==> src/mcsr_pkg.sv <==
// package for the motor control state readback bank
// assumes a 32-bit classic wishbone slave with byte addressing
package mcsr_pkg;
    // register indices; byte address is four times the index
    localparam logic [11:0] IDX_OL_SPEED = 12'h53c;
    localparam logic [11:0] IDX_OL_IQ = 12'h54c;
    localparam logic [11:0] IDX_CL_SPEED = 12'h5d2;
    localparam logic [11:0] IDX_CL_ID = 12'h604;
    localparam logic [11:0] IDX_CL_IQ = 12'h606;
    localparam logic [11:0] IDX_SD_PHASE = 12'h680;
    localparam logic [11:0] IDX_SD_RESULT = 12'h68a;
    localparam logic [11:0] IDX_PD_PHASE = 12'h6be;
    localparam logic [11:0] IDX_PD_ANGLE = 12'h702;
    localparam logic [11:0] IDX_BEMF_D = 12'h748;
    // interrupt registers, own indices
    localparam logic [11:0] IDX_IRQ_STATUS = 12'h7f0;
    localparam logic [11:0] IDX_IRQ_ENABLE = 12'h7f1;
    localparam logic [11:0] IDX_IRQ_CLEAR = 12'h7f2;
    localparam int ADDR_W = 14;
    localparam int IDX_LSB = 2;
    localparam logic [31:0] RESET_WORD = 32'h0000_0000;
    localparam logic [15:0] RESET_PHASE = 16'h0000;
    localparam logic [31:0] UNMAPPED_WORD = 32'h0000_0000;
    // fixed point scale: value / 2^27
    localparam int FRAC_BITS = 27;
    // status bit positions
    localparam int IRQ_SD_DONE = 0;
    localparam int IRQ_SD_FAULT = 1;
    localparam int IRQ_PD_DONE = 2;
    localparam int IRQ_PD_FAULT = 3;
    localparam int IRQ_W = 4;
    typedef enum logic [15:0] {
        SD_INIT = 16'h0000,
        SD_STOP_CHECK = 16'h0001,
        SD_ESTIM_INIT = 16'h0002,
        SD_RUN_CHECK = 16'h0003,
        SD_DIR_CHECK = 16'h0004,
        SD_DONE = 16'h0005,
        SD_FAULT = 16'h0006
    } mcsr_sd_e;
    typedef enum logic [15:0] {
        PD_INIT = 16'h0000,
        PD_VECTOR_CONFIG = 16'h0001,
        PD_RUN = 16'h0002,
        PD_SLOW_RISE = 16'h0003,
        PD_SLOW_FALL = 16'h0004,
        PD_WAIT_DECAY = 16'h0005,
        PD_GET_TIMES = 16'h0006,
        PD_NEXT_VECTOR = 16'h0007,
        PD_SECTOR_RISE = 16'h0008,
        PD_ROTOR_POS = 16'h0009,
        PD_CALC_ANGLE = 16'h000a,
        PD_DONE = 16'h000b,
        PD_FAULT = 16'h000c
    } mcsr_pd_e;
endpackage

==> src/mcsr_readback.sv <==
// motor control state readback bank: read-only snapshot of algorithm variables
// assumes the algorithm core runs on clk_i and presents values plus an update strobe
`timescale 1ns/1ps
// Operation
// RULE1 - open-loop speed word, scaled 2^27 of max speed
// RULE2 - open-loop torque current, 2^27 of current/8
// RULE3 - closed-loop speed reference, 2^27 of max speed
// RULE4 - closed-loop flux current reference, 2^27 scaled
// RULE5 - closed-loop torque current reference, 2^27 scaled
// RULE6 - speed detection phase codes zero to six
// RULE7 - speed detection result word, 2^27 of max speed
// RULE8 - position detection phase codes zero to twelve
// RULE9 - position angle word, 2^27 of 360 degrees
// RULE10 - speed detection phase 16 bits, resets zero
// RULE11 - d-axis backemf word at 0x748, resets zero
// RULE12 - backemf word, 2^27 times 60 over root3
// RULE13 - all bank registers read-only, writes ignored; here enable writes store and clear writes drop status bits
module mcsr_readback
    import mcsr_pkg::*;
(
    input wire logic clk_i,
    input wire logic rst_i,
    input wire logic [ADDR_W-1:0] wb_adr_i,
    input wire logic [31:0] wb_dat_i,
    input wire logic [3:0] wb_sel_i,
    input wire logic wb_we_i,
    input wire logic wb_cyc_i,
    input wire logic wb_stb_i,
    output logic [31:0] wb_dat_o,
    output logic wb_ack_o,
    output logic irq_o,
    input wire logic upd_i,
    input wire logic [31:0] ol_speed_i,
    input wire logic [31:0] ol_iq_i,
    input wire logic [31:0] cl_speed_i,
    input wire logic [31:0] cl_id_i,
    input wire logic [31:0] cl_iq_i,
    input wire logic [15:0] sd_phase_i,
    input wire logic [31:0] sd_result_i,
    input wire logic [15:0] pd_phase_i,
    input wire logic [31:0] pd_angle_i,
    input wire logic [31:0] bemf_d_i
);
    typedef struct packed {
        logic [31:0] ol_speed;
        logic [31:0] ol_iq;
        logic [31:0] cl_speed;
        logic [31:0] cl_id;
        logic [31:0] cl_iq;
        logic [15:0] sd_phase;
        logic [31:0] sd_result;
        logic [15:0] pd_phase;
        logic [31:0] pd_angle;
        logic [31:0] bemf_d;
        logic [IRQ_W-1:0] status;
        logic [IRQ_W-1:0] enable;
        logic [31:0] dat;
        logic ack;
        logic irq;
    } mcsr_state_s;

    mcsr_state_s st_ff;
    mcsr_state_s nxt_st;
    logic [11:0] idx;
    logic req;
    logic [IRQ_W-1:0] evt;
    logic [IRQ_W-1:0] clr;
    logic wr_ok;

    assign idx = wb_adr_i[ADDR_W-1:IDX_LSB];
    // a fresh request only; ack high blocks a second answer to the same strobe
    assign req = wb_cyc_i && wb_stb_i && !st_ff.ack;

    // a write lands at the edge where the master sees ack, so a dropped cycle stores nothing
    assign wr_ok = wb_cyc_i && wb_stb_i && wb_we_i && st_ff.ack;

    // sequence completion and fault events, taken on entry into the phase only
    always_comb
    begin
        evt = '0;
        if (upd_i)
        begin
            evt[IRQ_SD_DONE] = (sd_phase_i == SD_DONE) && (st_ff.sd_phase != SD_DONE);
            evt[IRQ_SD_FAULT] = (sd_phase_i == SD_FAULT) && (st_ff.sd_phase != SD_FAULT);
            evt[IRQ_PD_DONE] = (pd_phase_i == PD_DONE) && (st_ff.pd_phase != PD_DONE);
            evt[IRQ_PD_FAULT] = (pd_phase_i == PD_FAULT) && (st_ff.pd_phase != PD_FAULT);
        end
        clr = '0;
        if (wr_ok && idx == IDX_IRQ_CLEAR && wb_sel_i[0])
        begin
            clr = wb_dat_i[IRQ_W-1:0];
        end
    end

    // next state: snapshot capture, bus decode and interrupt bookkeeping
    always_comb
    begin
        nxt_st = st_ff;
        // values only change on the core strobe, never from the bus
        if (upd_i)
        begin
            nxt_st.ol_speed = ol_speed_i; // RULE1
            nxt_st.ol_iq = ol_iq_i; // RULE2
            nxt_st.cl_speed = cl_speed_i; // RULE3
            nxt_st.cl_id = cl_id_i; // RULE4
            nxt_st.cl_iq = cl_iq_i; // RULE5
            nxt_st.sd_phase = sd_phase_i; // RULE6
            nxt_st.sd_result = sd_result_i; // RULE7
            nxt_st.pd_phase = pd_phase_i; // RULE8
            nxt_st.pd_angle = pd_angle_i; // RULE9
            nxt_st.bemf_d = bemf_d_i; // RULE12
        end
        // set wins over clear when both land in one cycle
        nxt_st.status = (st_ff.status & ~clr) | evt;
        nxt_st.ack = req;
        nxt_st.dat = st_ff.dat;
        if (req && !wb_we_i)
        begin
            if (idx == IDX_OL_SPEED)
                nxt_st.dat = st_ff.ol_speed;
            else if (idx == IDX_OL_IQ)
                nxt_st.dat = st_ff.ol_iq;
            else if (idx == IDX_CL_SPEED)
                nxt_st.dat = st_ff.cl_speed;
            else if (idx == IDX_CL_ID)
                nxt_st.dat = st_ff.cl_id;
            else if (idx == IDX_CL_IQ)
                nxt_st.dat = st_ff.cl_iq;
            else if (idx == IDX_SD_PHASE)
                nxt_st.dat = {16'h0000, st_ff.sd_phase}; // RULE10
            else if (idx == IDX_SD_RESULT)
                nxt_st.dat = st_ff.sd_result;
            else if (idx == IDX_PD_PHASE)
                nxt_st.dat = {16'h0000, st_ff.pd_phase};
            else if (idx == IDX_PD_ANGLE)
                nxt_st.dat = st_ff.pd_angle;
            else if (idx == IDX_BEMF_D)
                nxt_st.dat = st_ff.bemf_d; // RULE11
            else if (idx == IDX_IRQ_STATUS)
                nxt_st.dat = {{(32-IRQ_W){1'b0}}, st_ff.status};
            else if (idx == IDX_IRQ_ENABLE)
                nxt_st.dat = {{(32-IRQ_W){1'b0}}, st_ff.enable};
            else
                nxt_st.dat = UNMAPPED_WORD;
        end
        // writes are acked everywhere but only the enable register stores
        if (wr_ok && idx == IDX_IRQ_ENABLE && wb_sel_i[0]) // RULE13
        begin
            nxt_st.enable = wb_dat_i[IRQ_W-1:0];
        end
        nxt_st.irq = |(nxt_st.status & nxt_st.enable);
    end

    // single register stage; synchronous reset clears everything
    always_ff @(posedge clk_i)
    begin
        if (rst_i)
        begin
            st_ff <= '0; // RULE10 RULE11
        end
        else
        begin
            st_ff <= nxt_st;
        end
    end

    assign wb_dat_o = st_ff.dat;
    assign wb_ack_o = st_ff.ack;
    assign irq_o = st_ff.irq;

    a_ack_one_cycle: assert property (@(posedge clk_i) disable iff (rst_i) // RULE13
        wb_cyc_i && wb_stb_i && !wb_ack_o |=> wb_ack_o ##1 !wb_ack_o)
        else $error("ack not a single cycle after request");
    a_write_keeps_value: assert property (@(posedge clk_i) disable iff (rst_i) // RULE13
        wb_cyc_i && wb_stb_i && wb_we_i && !upd_i |=> $stable(st_ff.bemf_d))
        else $error("bus write altered a readback value");
    a_bemf_read: assert property (@(posedge clk_i) disable iff (rst_i) // RULE11
        req && !wb_we_i && idx == IDX_BEMF_D |=> wb_dat_o == $past(st_ff.bemf_d))
        else $error("backemf read returned wrong word");
    a_sd_phase_upper: assert property (@(posedge clk_i) disable iff (rst_i) // RULE10
        wb_ack_o && $past(idx) == IDX_SD_PHASE && !$past(wb_we_i) |-> wb_dat_o[31:16] == 16'h0000)
        else $error("speed phase upper bits not zero");
    a_sd_capture: assert property (@(posedge clk_i) disable iff (rst_i) // RULE6
        upd_i |=> st_ff.sd_phase == $past(sd_phase_i) && st_ff.sd_result == $past(sd_result_i))
        else $error("speed detection capture missed");
    a_pd_capture: assert property (@(posedge clk_i) disable iff (rst_i) // RULE8
        upd_i |=> st_ff.pd_phase == $past(pd_phase_i) && st_ff.pd_angle == $past(pd_angle_i))
        else $error("position detection capture missed");
    a_ref_capture: assert property (@(posedge clk_i) disable iff (rst_i) // RULE3
        upd_i |=> st_ff.cl_speed == $past(cl_speed_i) && st_ff.ol_iq == $past(ol_iq_i))
        else $error("reference capture missed");
    a_irq_fault: assert property (@(posedge clk_i) disable iff (rst_i) // RULE6
        upd_i && sd_phase_i == SD_FAULT && st_ff.sd_phase != SD_FAULT |=> st_ff.status[IRQ_SD_FAULT])
        else $error("fault entry did not set status");

    // open-loop speed word follows its input one edge after the strobe
    a_ol_speed_capture: assert property (@(posedge clk_i) disable iff (rst_i) // RULE1
        upd_i
        |=> st_ff.ol_speed == $past(ol_speed_i))
        else $error("open-loop speed capture missed");

    // open-loop torque current follows its input
    a_ol_iq_capture: assert property (@(posedge clk_i) disable iff (rst_i) // RULE2
        upd_i
        |=> st_ff.ol_iq == $past(ol_iq_i))
        else $error("open-loop torque current capture missed");

    // closed-loop flux current reference follows its input
    a_cl_id_capture: assert property (@(posedge clk_i) disable iff (rst_i) // RULE4
        upd_i
        |=> st_ff.cl_id == $past(cl_id_i))
        else $error("flux current reference capture missed");

    // closed-loop torque current reference follows its input
    a_cl_iq_capture: assert property (@(posedge clk_i) disable iff (rst_i) // RULE5
        upd_i
        |=> st_ff.cl_iq == $past(cl_iq_i))
        else $error("torque current reference capture missed");

    // backemf word is passed through untouched; scaling is the reader's job
    a_bemf_capture: assert property (@(posedge clk_i) disable iff (rst_i) // RULE12
        upd_i
        |=> st_ff.bemf_d == $past(bemf_d_i))
        else $error("backemf capture missed");

    // without the core strobe the reference words never move
    a_refs_hold: assert property (@(posedge clk_i) disable iff (rst_i) // RULE13
        !upd_i
        |=> $stable(st_ff.ol_speed) && $stable(st_ff.ol_iq) && $stable(st_ff.cl_speed)
            && $stable(st_ff.cl_id) && $stable(st_ff.cl_iq))
        else $error("reference word moved without strobe");

    // without the core strobe the detection words never move
    a_detect_hold: assert property (@(posedge clk_i) disable iff (rst_i) // RULE13
        !upd_i
        |=> $stable(st_ff.sd_phase) && $stable(st_ff.sd_result) && $stable(st_ff.pd_phase)
            && $stable(st_ff.pd_angle) && $stable(st_ff.bemf_d))
        else $error("detection word moved without strobe");

    // each read returns the word held at the edge that took the request
    a_ol_speed_read: assert property (@(posedge clk_i) disable iff (rst_i) // RULE1
        req && !wb_we_i && idx == IDX_OL_SPEED
        |=> wb_dat_o == $past(st_ff.ol_speed))
        else $error("open-loop speed read returned wrong word");

    // open-loop torque current read
    a_ol_iq_read: assert property (@(posedge clk_i) disable iff (rst_i) // RULE2
        req && !wb_we_i && idx == IDX_OL_IQ
        |=> wb_dat_o == $past(st_ff.ol_iq))
        else $error("open-loop torque current read returned wrong word");

    // closed-loop speed reference read
    a_cl_speed_read: assert property (@(posedge clk_i) disable iff (rst_i) // RULE3
        req && !wb_we_i && idx == IDX_CL_SPEED
        |=> wb_dat_o == $past(st_ff.cl_speed))
        else $error("closed-loop speed read returned wrong word");

    // flux current reference read
    a_cl_id_read: assert property (@(posedge clk_i) disable iff (rst_i) // RULE4
        req && !wb_we_i && idx == IDX_CL_ID
        |=> wb_dat_o == $past(st_ff.cl_id))
        else $error("flux current reference read returned wrong word");

    // torque current reference read
    a_cl_iq_read: assert property (@(posedge clk_i) disable iff (rst_i) // RULE5
        req && !wb_we_i && idx == IDX_CL_IQ
        |=> wb_dat_o == $past(st_ff.cl_iq))
        else $error("torque current reference read returned wrong word");

    // speed phase code comes back zero extended
    a_sd_phase_read: assert property (@(posedge clk_i) disable iff (rst_i) // RULE6
        req && !wb_we_i && idx == IDX_SD_PHASE
        |=> wb_dat_o == 32'($past(st_ff.sd_phase)))
        else $error("speed phase read returned wrong word");

    // speed detection result read
    a_sd_result_read: assert property (@(posedge clk_i) disable iff (rst_i) // RULE7
        req && !wb_we_i && idx == IDX_SD_RESULT
        |=> wb_dat_o == $past(st_ff.sd_result))
        else $error("speed result read returned wrong word");

    // position phase code comes back zero extended
    a_pd_phase_read: assert property (@(posedge clk_i) disable iff (rst_i) // RULE8
        req && !wb_we_i && idx == IDX_PD_PHASE
        |=> wb_dat_o == 32'($past(st_ff.pd_phase)))
        else $error("position phase read returned wrong word");

    // position angle read
    a_pd_angle_read: assert property (@(posedge clk_i) disable iff (rst_i) // RULE9
        req && !wb_we_i && idx == IDX_PD_ANGLE
        |=> wb_dat_o == $past(st_ff.pd_angle))
        else $error("position angle read returned wrong word");

    // reset clears the words; no disable here or the check could never run
    a_reset_zero: assert property (@(posedge clk_i) // RULE10
        rst_i
        |=> st_ff.sd_phase == RESET_PHASE && st_ff.bemf_d == RESET_WORD)
        else $error("reset left a readback word set");

    // reset also silences the bus answer and the interrupt
    a_reset_quiet: assert property (@(posedge clk_i) // RULE11
        rst_i
        |=> !wb_ack_o && !irq_o)
        else $error("reset left ack or interrupt high");

    // no answer without a request on the bus
    a_no_ack_idle: assert property (@(posedge clk_i) disable iff (rst_i) // RULE13
        !wb_cyc_i || !wb_stb_i
        |=> !wb_ack_o)
        else $error("ack without a request");

    // writes to read-only words are still answered, so the master never hangs
    a_write_acked: assert property (@(posedge clk_i) disable iff (rst_i) // RULE13
        req && wb_we_i
        |=> wb_ack_o)
        else $error("write was not acknowledged");

    // read data only changes when a read is taken
    a_dat_hold: assert property (@(posedge clk_i) disable iff (rst_i) // RULE13
        !(req && !wb_we_i)
        |=> $stable(wb_dat_o))
        else $error("read data moved without a read");

    // interrupt line mirrors enabled status bits
    a_irq_matches: assert property (@(posedge clk_i) disable iff (rst_i) // RULE6
        ((st_ff.status & st_ff.enable) != '0)
        == irq_o)
        else $error("interrupt line disagrees with status");

    // entry into the speed done phase raises its status bit
    a_sd_done_set: assert property (@(posedge clk_i) disable iff (rst_i) // RULE6
        upd_i && sd_phase_i == SD_DONE && st_ff.sd_phase != SD_DONE
        |=> st_ff.status[IRQ_SD_DONE])
        else $error("speed done entry did not set status");

    // entry into the position done phase raises its status bit
    a_pd_done_set: assert property (@(posedge clk_i) disable iff (rst_i) // RULE8
        upd_i && pd_phase_i == PD_DONE && st_ff.pd_phase != PD_DONE
        |=> st_ff.status[IRQ_PD_DONE])
        else $error("position done entry did not set status");

    // entry into the position fault phase raises its status bit
    a_pd_fault_set: assert property (@(posedge clk_i) disable iff (rst_i) // RULE8
        upd_i && pd_phase_i == PD_FAULT && st_ff.pd_phase != PD_FAULT
        |=> st_ff.status[IRQ_PD_FAULT])
        else $error("position fault entry did not set status");

    // status bits are sticky until software clears them
    a_status_sticky: assert property (@(posedge clk_i) disable iff (rst_i) // RULE6
        !(wr_ok && idx == IDX_IRQ_CLEAR)
        |=> (st_ff.status & $past(st_ff.status)) == $past(st_ff.status))
        else $error("status bit dropped without a clear");

    // a clear with no event in the same cycle empties the chosen bits
    a_clear_works: assert property (@(posedge clk_i) disable iff (rst_i) // RULE8
        wr_ok && idx == IDX_IRQ_CLEAR && wb_sel_i[0] && !upd_i
        |=> (st_ff.status & $past(wb_dat_i[IRQ_W-1:0])) == '0)
        else $error("clear left a status bit set");

    // the enable mask only moves on its own register write
    a_enable_hold: assert property (@(posedge clk_i) disable iff (rst_i) // RULE13
        !(wr_ok && idx == IDX_IRQ_ENABLE)
        |=> $stable(st_ff.enable))
        else $error("enable mask moved without a write");

    // status read returns the sticky bits zero extended
    a_status_read: assert property (@(posedge clk_i) disable iff (rst_i) // RULE6
        req && !wb_we_i && idx == IDX_IRQ_STATUS
        |=> wb_dat_o == 32'($past(st_ff.status)))
        else $error("status read returned wrong word");

    // enable read returns the mask zero extended
    a_enable_read: assert property (@(posedge clk_i) disable iff (rst_i) // RULE13
        req && !wb_we_i && idx == IDX_IRQ_ENABLE
        |=> wb_dat_o == 32'($past(st_ff.enable)))
        else $error("enable read returned wrong word");
endmodule

==> config.mk <==
export PLATFORM = sky130hd
export DESIGN_NAME = mcsr_readback
export DESIGN_NICKNAME = d
export VERILOG_FILES = /design/src/mcsr_pkg.sv /design/src/mcsr_readback.sv
export SDC_FILE = /design/constraint.sdc
export NUM_CORES = 1
export LEC_CHECK = 0
export BUFFER_PORTS_ARGS = -buffer_cell sky130_fd_sc_hd__buf_4
export CORE_MARGIN = 1.5
export CORE_UTILIZATION = 30
export DETAILED_ROUTE_END_ITERATION = 8
export PLACE_DENSITY_LB_ADDON = 0.25
export SLEW_MARGIN = 15
export SYNTH_ARGS = -nofsm -noshare
export SYNTH_HDL_FRONTEND = slang
export SYNTH_SLANG_ARGS = --single-unit
==> constraint.sdc <==
create_clock -name clk_i -period 2.7 [get_ports clk_i]
set_input_delay 0.54 -clock clk_i [delete_from_list [all_inputs] [get_ports clk_i]]
set_output_delay 0.54 -clock clk_i [all_outputs]
set_load 0.01 [all_outputs]
==> results of run 1 <==
[layer usage]
layer	wire length, um	track usage, %	vias to the layer above
met5	27	0	-
met4	1850	8.67	4
met3	3230	4.10	87
met2	23600	32.2	439
met1	24400	28.6	6150
li1	-	-	6203
[layout make-up]
cell class | count | area [um2] | share of cell area (%)
Clock inverter | 11 | 116 | 0.605
Timing Repair Buffer | 423 | 3380 | 17.6
Clock buffer | 59 | 1130 | 5.89
Sequential cell | 330 | 6610 | 34.3
Inverter | 10 | 37.5 | 0.195
Multi-Input combinational cell | 1072 | 7190 | 37.4
Antenna cell | 3 | 7.51 | 0.0390
Tap cell | 615 | 769 | 4.00
[flip-flops by register name, indices dropped and copies added (netlist names)]
name,cells
st_ff,296
wb_dat_o,32
wb_ack_o,1
irq_o,1
[power groups by stage]
stage / clock network (W) / logic (W) / registers, W
after global routing: 0.00557 / 0.00129 / 0.00531
after CTS: 0.00540 / 0.00119 / 0.00529
after detailed placement: 0 / 0.00119 / 0.00539
after floorplan: 0 / 0.000619 / 0.00533
final: 0.00525 / 0.00119 / 0.00529
after global placement: 0 / 0.00117 / 0.00538
[worst max-delay path, cell delays in order]
cell	delay, ns
buf_4	0.12
or4_4	0.53
or4_1	0.62
buf_4	0.25
o22ai_1	0.16
a21oi_1	0.18
o31ai_1	0.28
[final timing paths]
check | from | end | slack (ns) | cells after the start
max | wb_adr_i[6] | wb_dat_o[8] | 0.49 | 7
min | rst_i | st_ff[302] | 0.21 | 2
max reg2reg | wb_ack_o | irq_o | 0.73 | 6
min reg2reg | wb_dat_o[31] | wb_dat_o[31] | 0.46 | 2
[metrics by stage]
stage,cells,hold slack [ns],setup WS (ns),power (W)
final,2523,0.211,0.487,0.0117
after global routing,2522,0.191,0.439,0.0122
after CTS,2520,0.172,0.544,0.0119
after detailed placement,2450,0.448,-0.0514,0.00658
after global placement,2450,0.441,-0.00644,0.00655
after floorplan,1562,0.426,0.238,0.00595
[synth_stat cells, types with 12 or more instances]
master	number	area (um2)
dfxtp_1	330	6610
a22oi_1	43	323
nor3_1	13	65.1
buf_4	34	255
mux2i_1	289	2890
a21oi_1	40	200
nor2_1	329	1230
o211ai_1	16	120
o22ai_1	16	100
o221ai_1	17	149
clkbuf_1	64	240
o21ai_0	42	210
nor2b_1	12	75.1
nand2_1	68	255
a221oi_1	16	140
nor4_1	13	81.3
buf_2	12	60.1
o31ai_1	14	105
buf_1	38	143
[cells by family (layout without fill, tap and decap cells)]
group / count (synthesis) / in the layout
AOI/OAI and AO/OA: 270 / 270
buffers and inverters: 160 / 503
DFF: 330 / 330
muxes: 296 / 296
other: 0 / 3
and+or+nand+nor: 506 / 506
==> results by group, run 1 <==
Routing
  – Routed WL: 53100 um
  – DRC: 0
  – Pre-antenna DRT Iters: 5
  – ANT nets after route: 0
  – DRT iter0 DRCs: 857
  – Vias: 12900
  – Routed len/inst: 21.0 um
  – Vias/cell: 5.11

Synthesis
  – Synth Flop Type: dfxtp_1
  – Synth Area per Inst: 9.29 um2
  – Xor and xnor area share after synthesis: 0%
  – Post-synthesis simple-gate area fraction: 15.4%
  – Netlist cell types: 63
  – Post-synthesis compound-gate area fraction: 13.3%
  – Synthesized area: 14500 um2
  – Combinational family with the most area after synthesis: multiplexers
  – Post-synthesis mux area share: 20.5%
  – Synth warn: 0
  – Post-synthesis sequential area ratio: 45.5%
  – Adder-cell share of the synthesized area: 0%
  – Post-synthesis instance total: 1562
  – Ys async rst share: 0%
  – EDFF count, synth: 0
  – Number of synthesized register bits: 330
  – Synth Net Count: 1906

Power
  – Net Sw Frac: 24.4%
  – Clock power frac: 44.8%
  – P_leak: 8.38 nW
  – Gate power share: 10.1%
  – Switch Pwr: 0.00286 W
  – PD cells: 609 nW/um2
  – Flop pwr share: 45.1%
  – Worst IR Drop VDD: 0.370 mV
  – Internal power: 0.00886 W

Placed design
  – Placed Area: 18000 um2
  – Post-DP HPWL: 39100 um
  – Buffers on Ports: 344
  – Gpl congestion: 0.870

Layout
  – Net count, final: 2221
  – Area Growth Syn to Fin: 32.6%
  – Fillcell total: 4741
  – Fin util: 40.3%
  – Post-route cell area: 19200 um2
  – Most frequent cells in the layout: 406 x buf_4, 330 x dfxtp_1, 328 x nor2_1
  – Fraction of layout cells with a size suffix above 1: 26.4%
  – Commonest non-fill, non-tap cell in the layout: buf_4

Global routing
  – Largest net degree at the start of global routing: 137
  – Tot GR Track Use: 20.9%
  – GR Overflow Total: 0
  – Initial antenna violation count: 5
  – First-pass GRT wire length: 78700 um
  – Vias in the first global route: 12700

Floorplan
  – DIE HEIGHT: 223 um
  – Row count: 80
  – Die span in x: 223 um
  – Total die area: 49700 um2
  – I/O pin count: 378
  – Core outline area: 47700 um2
  – Initial cell density of the core: 30.4%

Clocking
  – Cts repair resizes: 0
  – Clk root buf: clkbuf_16
  – Inserted Clock Buffers: 40
  – CTS clock-pin slew for the worst setup and hold paths: 0.06 ns
  – Post-CTS setup buffer count: 0
  – Clock tree buffer depth: 3
  – TritonCTS sink count: 330
  – Skew-Pair Late Insertion Delay: 0.56 ns
  – CTS tree: built
  – H-tree Lvls: 2
  – Hold-fix buffers, CTS: 0

Hold path
  – Worst hold path class: in2reg

Timing
  – Fin crit share: 82.0%
  – Final setup viols: 0
  – Clock Skew: 0.0137 ns
  – RSZ-0062 raised after global routing: no
  – Fin. Hold Viols: 0
  – Setup TNS: 0 ns
  – Slew @ Worst Pin: 1.21 ns
  – Slew headroom: 19.3%
  – Max Slew Vio Count: 0
  – Minimum clock period after layout: 2.21 ns
  – Max Clk Rate: 452 MHz

Run
  – Max_cap viols: 0

Worst setup path
  – Crit path required time: 3.17 ns
  – CP endpoint kind: register
  – Crit Path Max Fanout: 6
  – Critical path launch point type: input port
  – Setup CP Type: in2reg
  – Worst EP arrival: 2.68 ns

Outcome
  – Status: finished, final reports clean
(Power assumes the default switching activity.)
==> run 2: changes to the inputs <==
- clock period: 2.7 -> 2.2 ns (I/O delays scaled with it)
==> results by group, run 2 (synthesis gave the netlist of run 1 again) <==
Global routing
  – Initial antenna violation count: 8 (+3)
  – Vias in the first global route: 12800 (+0.86%)
  – First-pass GRT wire length: 78700 um (about the same)
  – Tot GR Track Use: 20.9% (about the same)
  – Largest net degree at the start of global routing: 143 (+4.4%)
  – GR Overflow Total: 0 (unchanged)

Floorplan
  – Row count: 80 (unchanged)
  – Die span in x: 223 um (unchanged)
  – Initial cell density of the core: 30.4% (unchanged)
  – Total die area: 49700 um2 (unchanged)
  – Core outline area: 47700 um2 (unchanged)
  – DIE HEIGHT: 223 um (unchanged)
  – I/O pin count: 378 (unchanged)

Routing
  – ANT nets after route: 0 (unchanged)
  – DRC: 0 (unchanged)
  – Pre-antenna DRT Iters: 6 (+1)
  – Vias/cell: 5.07 (-0.69%)
  – Routed len/inst: 20.9 um (-0.87%)
  – Vias: 13000 (+1.2%)
  – Routed WL: 53700 um (+1.1%)
  – DRT iter0 DRCs: 990 (+16%)

Worst setup path
  – CP cell instances: buf_4 > buf_4 > nor3b_1 > buf_4 > buf_4 > o2111a_1 > buf_12 > a21oi_1 > o211ai_1 > a221oi_1 > o21ai_0
  – Slowest CP cell: a221oi_1
  – Critical path launch point type: input port
  – R2R Path End: irq_o
  – Worst path most repeated cell: buf_4
  – Slowest stage delay, CP: 0.62 ns (about the same)
  – CP endpoint kind: register
  – Cell count of the worst reg-to-reg path: 6 (unchanged)
  – Worst r2r src: wb_ack_o
  – Crit Path Max Fanout: 16 (+10)
  – FF-to-FF setup slack: 0.18 ns (-0.55 ns)
  – Crit path required time: 2.61 ns (-0.56 ns)
  – Setup CP Type: in2reg
  – Worst EP arrival: 2.61 ns (-0.07 ns)

Clocking
  – Post-CTS setup buffer count: 0 (unchanged)
  – H-tree Lvls: 2 (unchanged)
  – CTS tree: built
  – Clk root buf: clkbuf_16
  – Inserted Clock Buffers: 40 (unchanged)
  – TritonCTS sink count: 330 (unchanged)
  – Clock tree buffer depth: 3 (unchanged)
  – CTS clock-pin slew for the worst setup and hold paths: 0.06 ns (about the same)
  – Hold-fix buffers, CTS: 0 (unchanged)
  – Skew-Pair Late Insertion Delay: 0.55 ns (about the same)

Timing
  – Minimum clock period after layout: 2.20 ns
  – Fin crit share: 99.8%
  – Final setup viols: 0 (unchanged)
  – Slew headroom: 49.9% (+31 points)
  – Slew @ Worst Pin: 0.751 ns (-0.460 ns)
  – Setup TNS: 0 ns (unchanged)
  – Fin. Hold Viols: 0 (unchanged)
  – Max Clk Rate: 455 MHz
  – RSZ-0062 raised after global routing: no
  – Clock Skew: 0.0108 ns (-0.00288 ns)
  – Max Slew Vio Count: 0 (unchanged)

Run
  – Max_cap viols: 0 (unchanged)

Layout
  – Fraction of layout cells with a size suffix above 1: 28.9% (+2.5 points)
  – Fillcell total: 4689 (-1.1%)
  – Commonest non-fill, non-tap cell in the layout: buf_4
  – Non-Filler Instances: 2572 (+1.9%)
  – Largest Register: st_ff
  – Area Growth Syn to Fin: 36.6%
  – Max reg flops: 296 (unchanged)
  – Most frequent cells in the layout: 447 x buf_4, 330 x dfxtp_1, 328 x nor2_1
  – Net count, final: 2270 (+2.2%)

Power
  – Worst IR Drop VDD: 0.434 mV (+17%)
  – PD cells: 739 nW/um2 (+21%)
  – P_leak: 8.70 nW (+3.8%)

Placed design
  – Post-DP HPWL: 40100 um (+2.5%)
  – Gpl congestion: 0.892 (+2.5%)
  – Buffers on Ports: 344 (unchanged)
  – Cell count after placement: 2499 (+2.0%)

Hold path
  – Hold endpoint: st_ff[72]
  – Hold_sp: bemf_d_i[30]
  – Worst hold stages: 3 (+1)
  – Worst hold path class: in2reg

Outcome
  – Status: finished, final reports clean
-- run 2: cell types whose count changed in the layout (fill, tap and decap cells not counted), sizes merged --
| cell | previous run | this run |
|---|---|---|
| buf | 423 | 472 |
| clkinvlp | 0 | 1 |
| clkbuf | 59 | 56 |
| diode | 3 | 5 |
| bufinv | 2 | 4 |
| inv | 12 | 10 |
-- run 2: layer usage --
metal	vias to the layer above	track usage, %	share of wire [%]	routed length, um
met4	4	6.52	2.5	1370
met5	-	0	0.050	27
met3	77	4.73	5.8	3120
met1	6296	28.8	47	25000
li1	6287	-	-	-
met2	378	32.4	45	24100
-- run 2: worst max-delay path: cells and delay by family --
kind | cells | cell delay [ns]
compound gates | 5 | 1.32
buf+inv | 5 | 0.68
simple gates | 1 | 0.13
-- run 2: timing repair --
item	4_1_cts	5_1_grt
resized for setup	3	2
gates cloned	0	0
setup endpoints to repair	3	2
-- run 2: worst max-delay path by stage --
stage / depth (start not counted) / end / slack (ns) / start
after detailed placement: 11 / wb_dat_o[16] / -0.76 / wb_adr_i[8]
final: 11 / wb_dat_o[22] / 0.004 / wb_adr_i[8]
after global routing: 11 / wb_dat_o[22] / 0.004 / wb_adr_i[8]
after global placement: 11 / wb_dat_o[16] / -0.78 / wb_adr_i[8]
after CTS: 11 / wb_dat_o[20] / 0.008 / wb_adr_i[8]
after floorplan: 8 / wb_dat_o[2] / -0.13 / wb_adr_i[6]
-- run 2: layout make-up --
class	instances	area, um2	area share, %
Antenna cell	5	12.5	0.0631
Clock buffer	56	1140	5.76
Clock inverter	12	163	0.821
Inverter	10	37.5	0.189
Multi-Input combinational cell	1072	7240	36.5
Sequential cell	330	6610	33.3
Tap cell	615	769	3.88
Timing Repair Buffer	472	3850	19.4
-- run 2: where the power goes --
part	internal (W)	total (W)	switching, W
logic	0.000824	0.00152	0.000698
clock network	0.00407	0.00663	0.00256
registers	0.00630	0.00650	0.000204
-- run 2: stage by stage --
stage                     utilization [%]  area [um2]  power (W)  worst slack [ns]  hold slack (ns)
final                                41.5       19800     0.0146           0.00422            0.124
after global placement               38.7       18500    0.00812            -0.777            0.438
after floorplan                         -       14500    0.00731            -0.125            0.426
after CTS                            41.5       19800     0.0148           0.00756           0.0925
after global routing                 41.5       19800     0.0152           0.00442            0.103
after detailed placement             38.7       18500    0.00815            -0.761            0.451
==> run 3: changes to the inputs <==
- REMOVE_ABC_BUFFERS: default -> 1
==> results by group, run 3 (synthesis gave the netlist of run 1 again) <==
Floorplan
  – Total die area: 49700 um2 (unchanged)
  – Initial cell density of the core: 30.4% (unchanged)
  – Row count: 80 (unchanged)
  – DIE HEIGHT: 223 um (unchanged)
  – Core outline area: 47700 um2 (unchanged)
  – Die span in x: 223 um (unchanged)
  – I/O pin count: 378 (unchanged)

Worst setup path
  – Setup CP Type: in2reg
  – FF-to-FF setup slack: 0.14 ns (-0.04 ns)
  – Crit path required time: 2.62 ns (about the same)
  – Worst r2r src: wb_ack_o
  – Cell count of the worst reg-to-reg path: 7 (+1)
  – Critical path launch point type: input port
  – Crit Path Max Fanout: 4 (-12)
  – R2R Path End: irq_o
  – Worst EP arrival: 2.50 ns (-0.11 ns)
  – CP endpoint kind: register

Layout
  – Fillcell total: 4747 (+1.2%)
  – Commonest non-fill, non-tap cell in the layout: buf_4
  – Net count, final: 2273 (+0.13%)
  – Fin util: 41.4% (-0.081 points)
  – Fraction of layout cells with a size suffix above 1: 28.5% (-0.40 points)
  – Largest Register: st_ff
  – Max reg flops: 296 (unchanged)
  – Area Growth Syn to Fin: 36.3%
  – Most frequent cells in the layout: 451 x buf_4, 330 x dfxtp_1, 328 x nor2_1

Clocking
  – Post-CTS setup buffer count: 0 (unchanged)
  – Inserted Clock Buffers: 39 (-2.5%)
  – Clk root buf: clkbuf_16
  – H-tree Lvls: 2 (unchanged)
  – Cts repair resizes: 0 (-3)
  – CTS clock-pin slew for the worst setup and hold paths: 0.06 ns (about the same)
  – Skew-Pair Late Insertion Delay: 0.56 ns (about the same)
  – CTS tree: built
  – Hold-fix buffers, CTS: 0 (unchanged)
  – Clock tree buffer depth: 3 (unchanged)
  – TritonCTS sink count: 330 (unchanged)

Global routing
  – Vias in the first global route: 12600 (-1.2%)
  – GR Overflow Total: 0 (unchanged)
  – Largest net degree at the start of global routing: 117 (-18%)
  – First-pass GRT wire length: 76800 um (-2.5%)
  – Initial antenna violation count: 14 (+6)
  – Tot GR Track Use: 20.5% (-0.44 points)

Routing
  – DRT iter0 DRCs: 829 (-16%)
  – Routed len/inst: 20.3 um (-2.6%)
  – Routed WL: 52400 um (-2.3%)
  – DRC: 0 (unchanged)
  – Vias: 12900 (-0.86%)
  – Vias/cell: 5.01 (-1.2%)
  – ANT nets after route: 0 (unchanged)
  – Pre-antenna DRT Iters: 5 (-1)

Power
  – Flop pwr share: 45.1% (+0.7 points)
  – Gate power share: 10.4% (about the same)
  – Switch Pwr: 0.00342 W (-1.1%)
  – Internal power: 0.0110 W (-2.0%)
  – Net Sw Frac: 23.8% (+0.17 points)
  – Clock power frac: 44.5% (-0.7 points)
  – Worst IR Drop VDD: 0.430 mV (-0.96%)
  – P_leak: 8.67 nW (-0.38%)
  – Total power of the final layout: 0.0144 W (-1.8%)
  – PD cells: 727 nW/um2 (-1.6%)

Timing
  – Minimum clock period after layout: 2.07 ns (-0.124 ns)
  – Clock Skew: 0.0194 ns (+0.00858 ns)
  – Max Clk Rate: 483 MHz (+6.0%)
  – Fin. Hold Viols: 0 (unchanged)
  – Slew @ Worst Pin: 0.937 ns (+0.186 ns)
  – Worst hold slack: 0.114 ns (-0.00932 ns)
  – Fin crit share: 94.2% (-5.7 points)
  – Max Slew Vio Count: 0 (unchanged)
  – PnR worst setup slack: 0.129 ns (+0.124 ns)
  – Slew headroom: 37.3% (-13 points)
  – Final setup viols: 0 (unchanged)

Hold path
  – Worst hold path class: in2reg
  – Hold_sp: sd_result_i[14]
  – Hold endpoint: st_ff[136]
  – Worst hold stages: 3 (unchanged)

Placed design
  – Dpl ws: -0.381 ns (+0.380 ns)
  – Gpl congestion: 0.862 (-3.4%)
  – Post-DP HPWL: 39000 um (-2.7%)
  – Buffers on Ports: 344 (unchanged)

Outcome
  – Status: finished, final reports clean

Run
  – Max_cap viols: 0 (unchanged)
-- run 3: worst max path at each step --
stage / startpoint / end / slack (ns) / depth (start not counted)
final: wb_adr_i[7] / irq_o / 0.13 / 9
after global routing: wb_ack_o / irq_o / -0.004 / 7
after CTS: wb_ack_o / irq_o / 0.07 / 7
after detailed placement: wb_adr_i[7] / irq_o / -0.38 / 10
after global placement: wb_adr_i[7] / irq_o / -0.35 / 10
after floorplan: wb_adr_i[4] / wb_dat_o[15] / -1.72 / 5
-- run 3: area by class of cell --
type / instances / area (um2) / area share, %
clock buffers: 57 / 1110 / 5.64
multi-input cells: 1072 / 7210 / 36.4
inverters: 10 / 37.5 / 0.190
well taps: 615 / 769 / 3.89
clock inverters: 10 / 143 / 0.721
diodes: 11 / 27.5 / 0.139
repair buffers: 476 / 3880 / 19.6
flip-flops and latches: 330 / 6610 / 33.4
-- run 3: metal layers --
layer / vias to the layer above / GRT usage (%) / wire, um
li1: 6292 / - / -
met1: 6232 / 28.1 / 24600
met2: 326 / 32.1 / 23900
met3: 72 / 3.44 / 2520
met4: 8 / 7.79 / 1320
met5: - / 0 / 58
-- run 3: per-stage QoR --
| step | TNS [ns] | area (um2) | instances |
|---|---|---|---|
| floorplan | -48.87 | 13800 | 1412 |
| detailed placement | -9.61 | 18500 | 2503 |
| CTS | 0 | 19700 | 2570 |
| finish | 0 | 19800 | 2581 |
| global route | -0.00388 | 19800 | 2580 |
| global placement | -9.03 | 18500 | 2503 |
-- run 3: power by group through the flow --
stage | clock network, W | logic (W) | registers (W)
floorplan | 0 | 0.000556 | 0.00654
global placement | 0 | 0.00148 | 0.00660
detailed placement | 0 | 0.00150 | 0.00661
CTS | 0.00660 | 0.00151 | 0.00648
global route | 0.00680 | 0.00163 | 0.00651
finish | 0.00641 | 0.00150 | 0.00648
-- run 3: worst max-delay path: stages --
cell      delay, ns
buf_4          0.10
buf_4          0.11
buf_4          0.11
nand4_1        0.27
or4_1          0.74
o21ai_0        0.25
o41ai_1        0.13
o2bb2a_1       0.27
a21oi_1        0.06
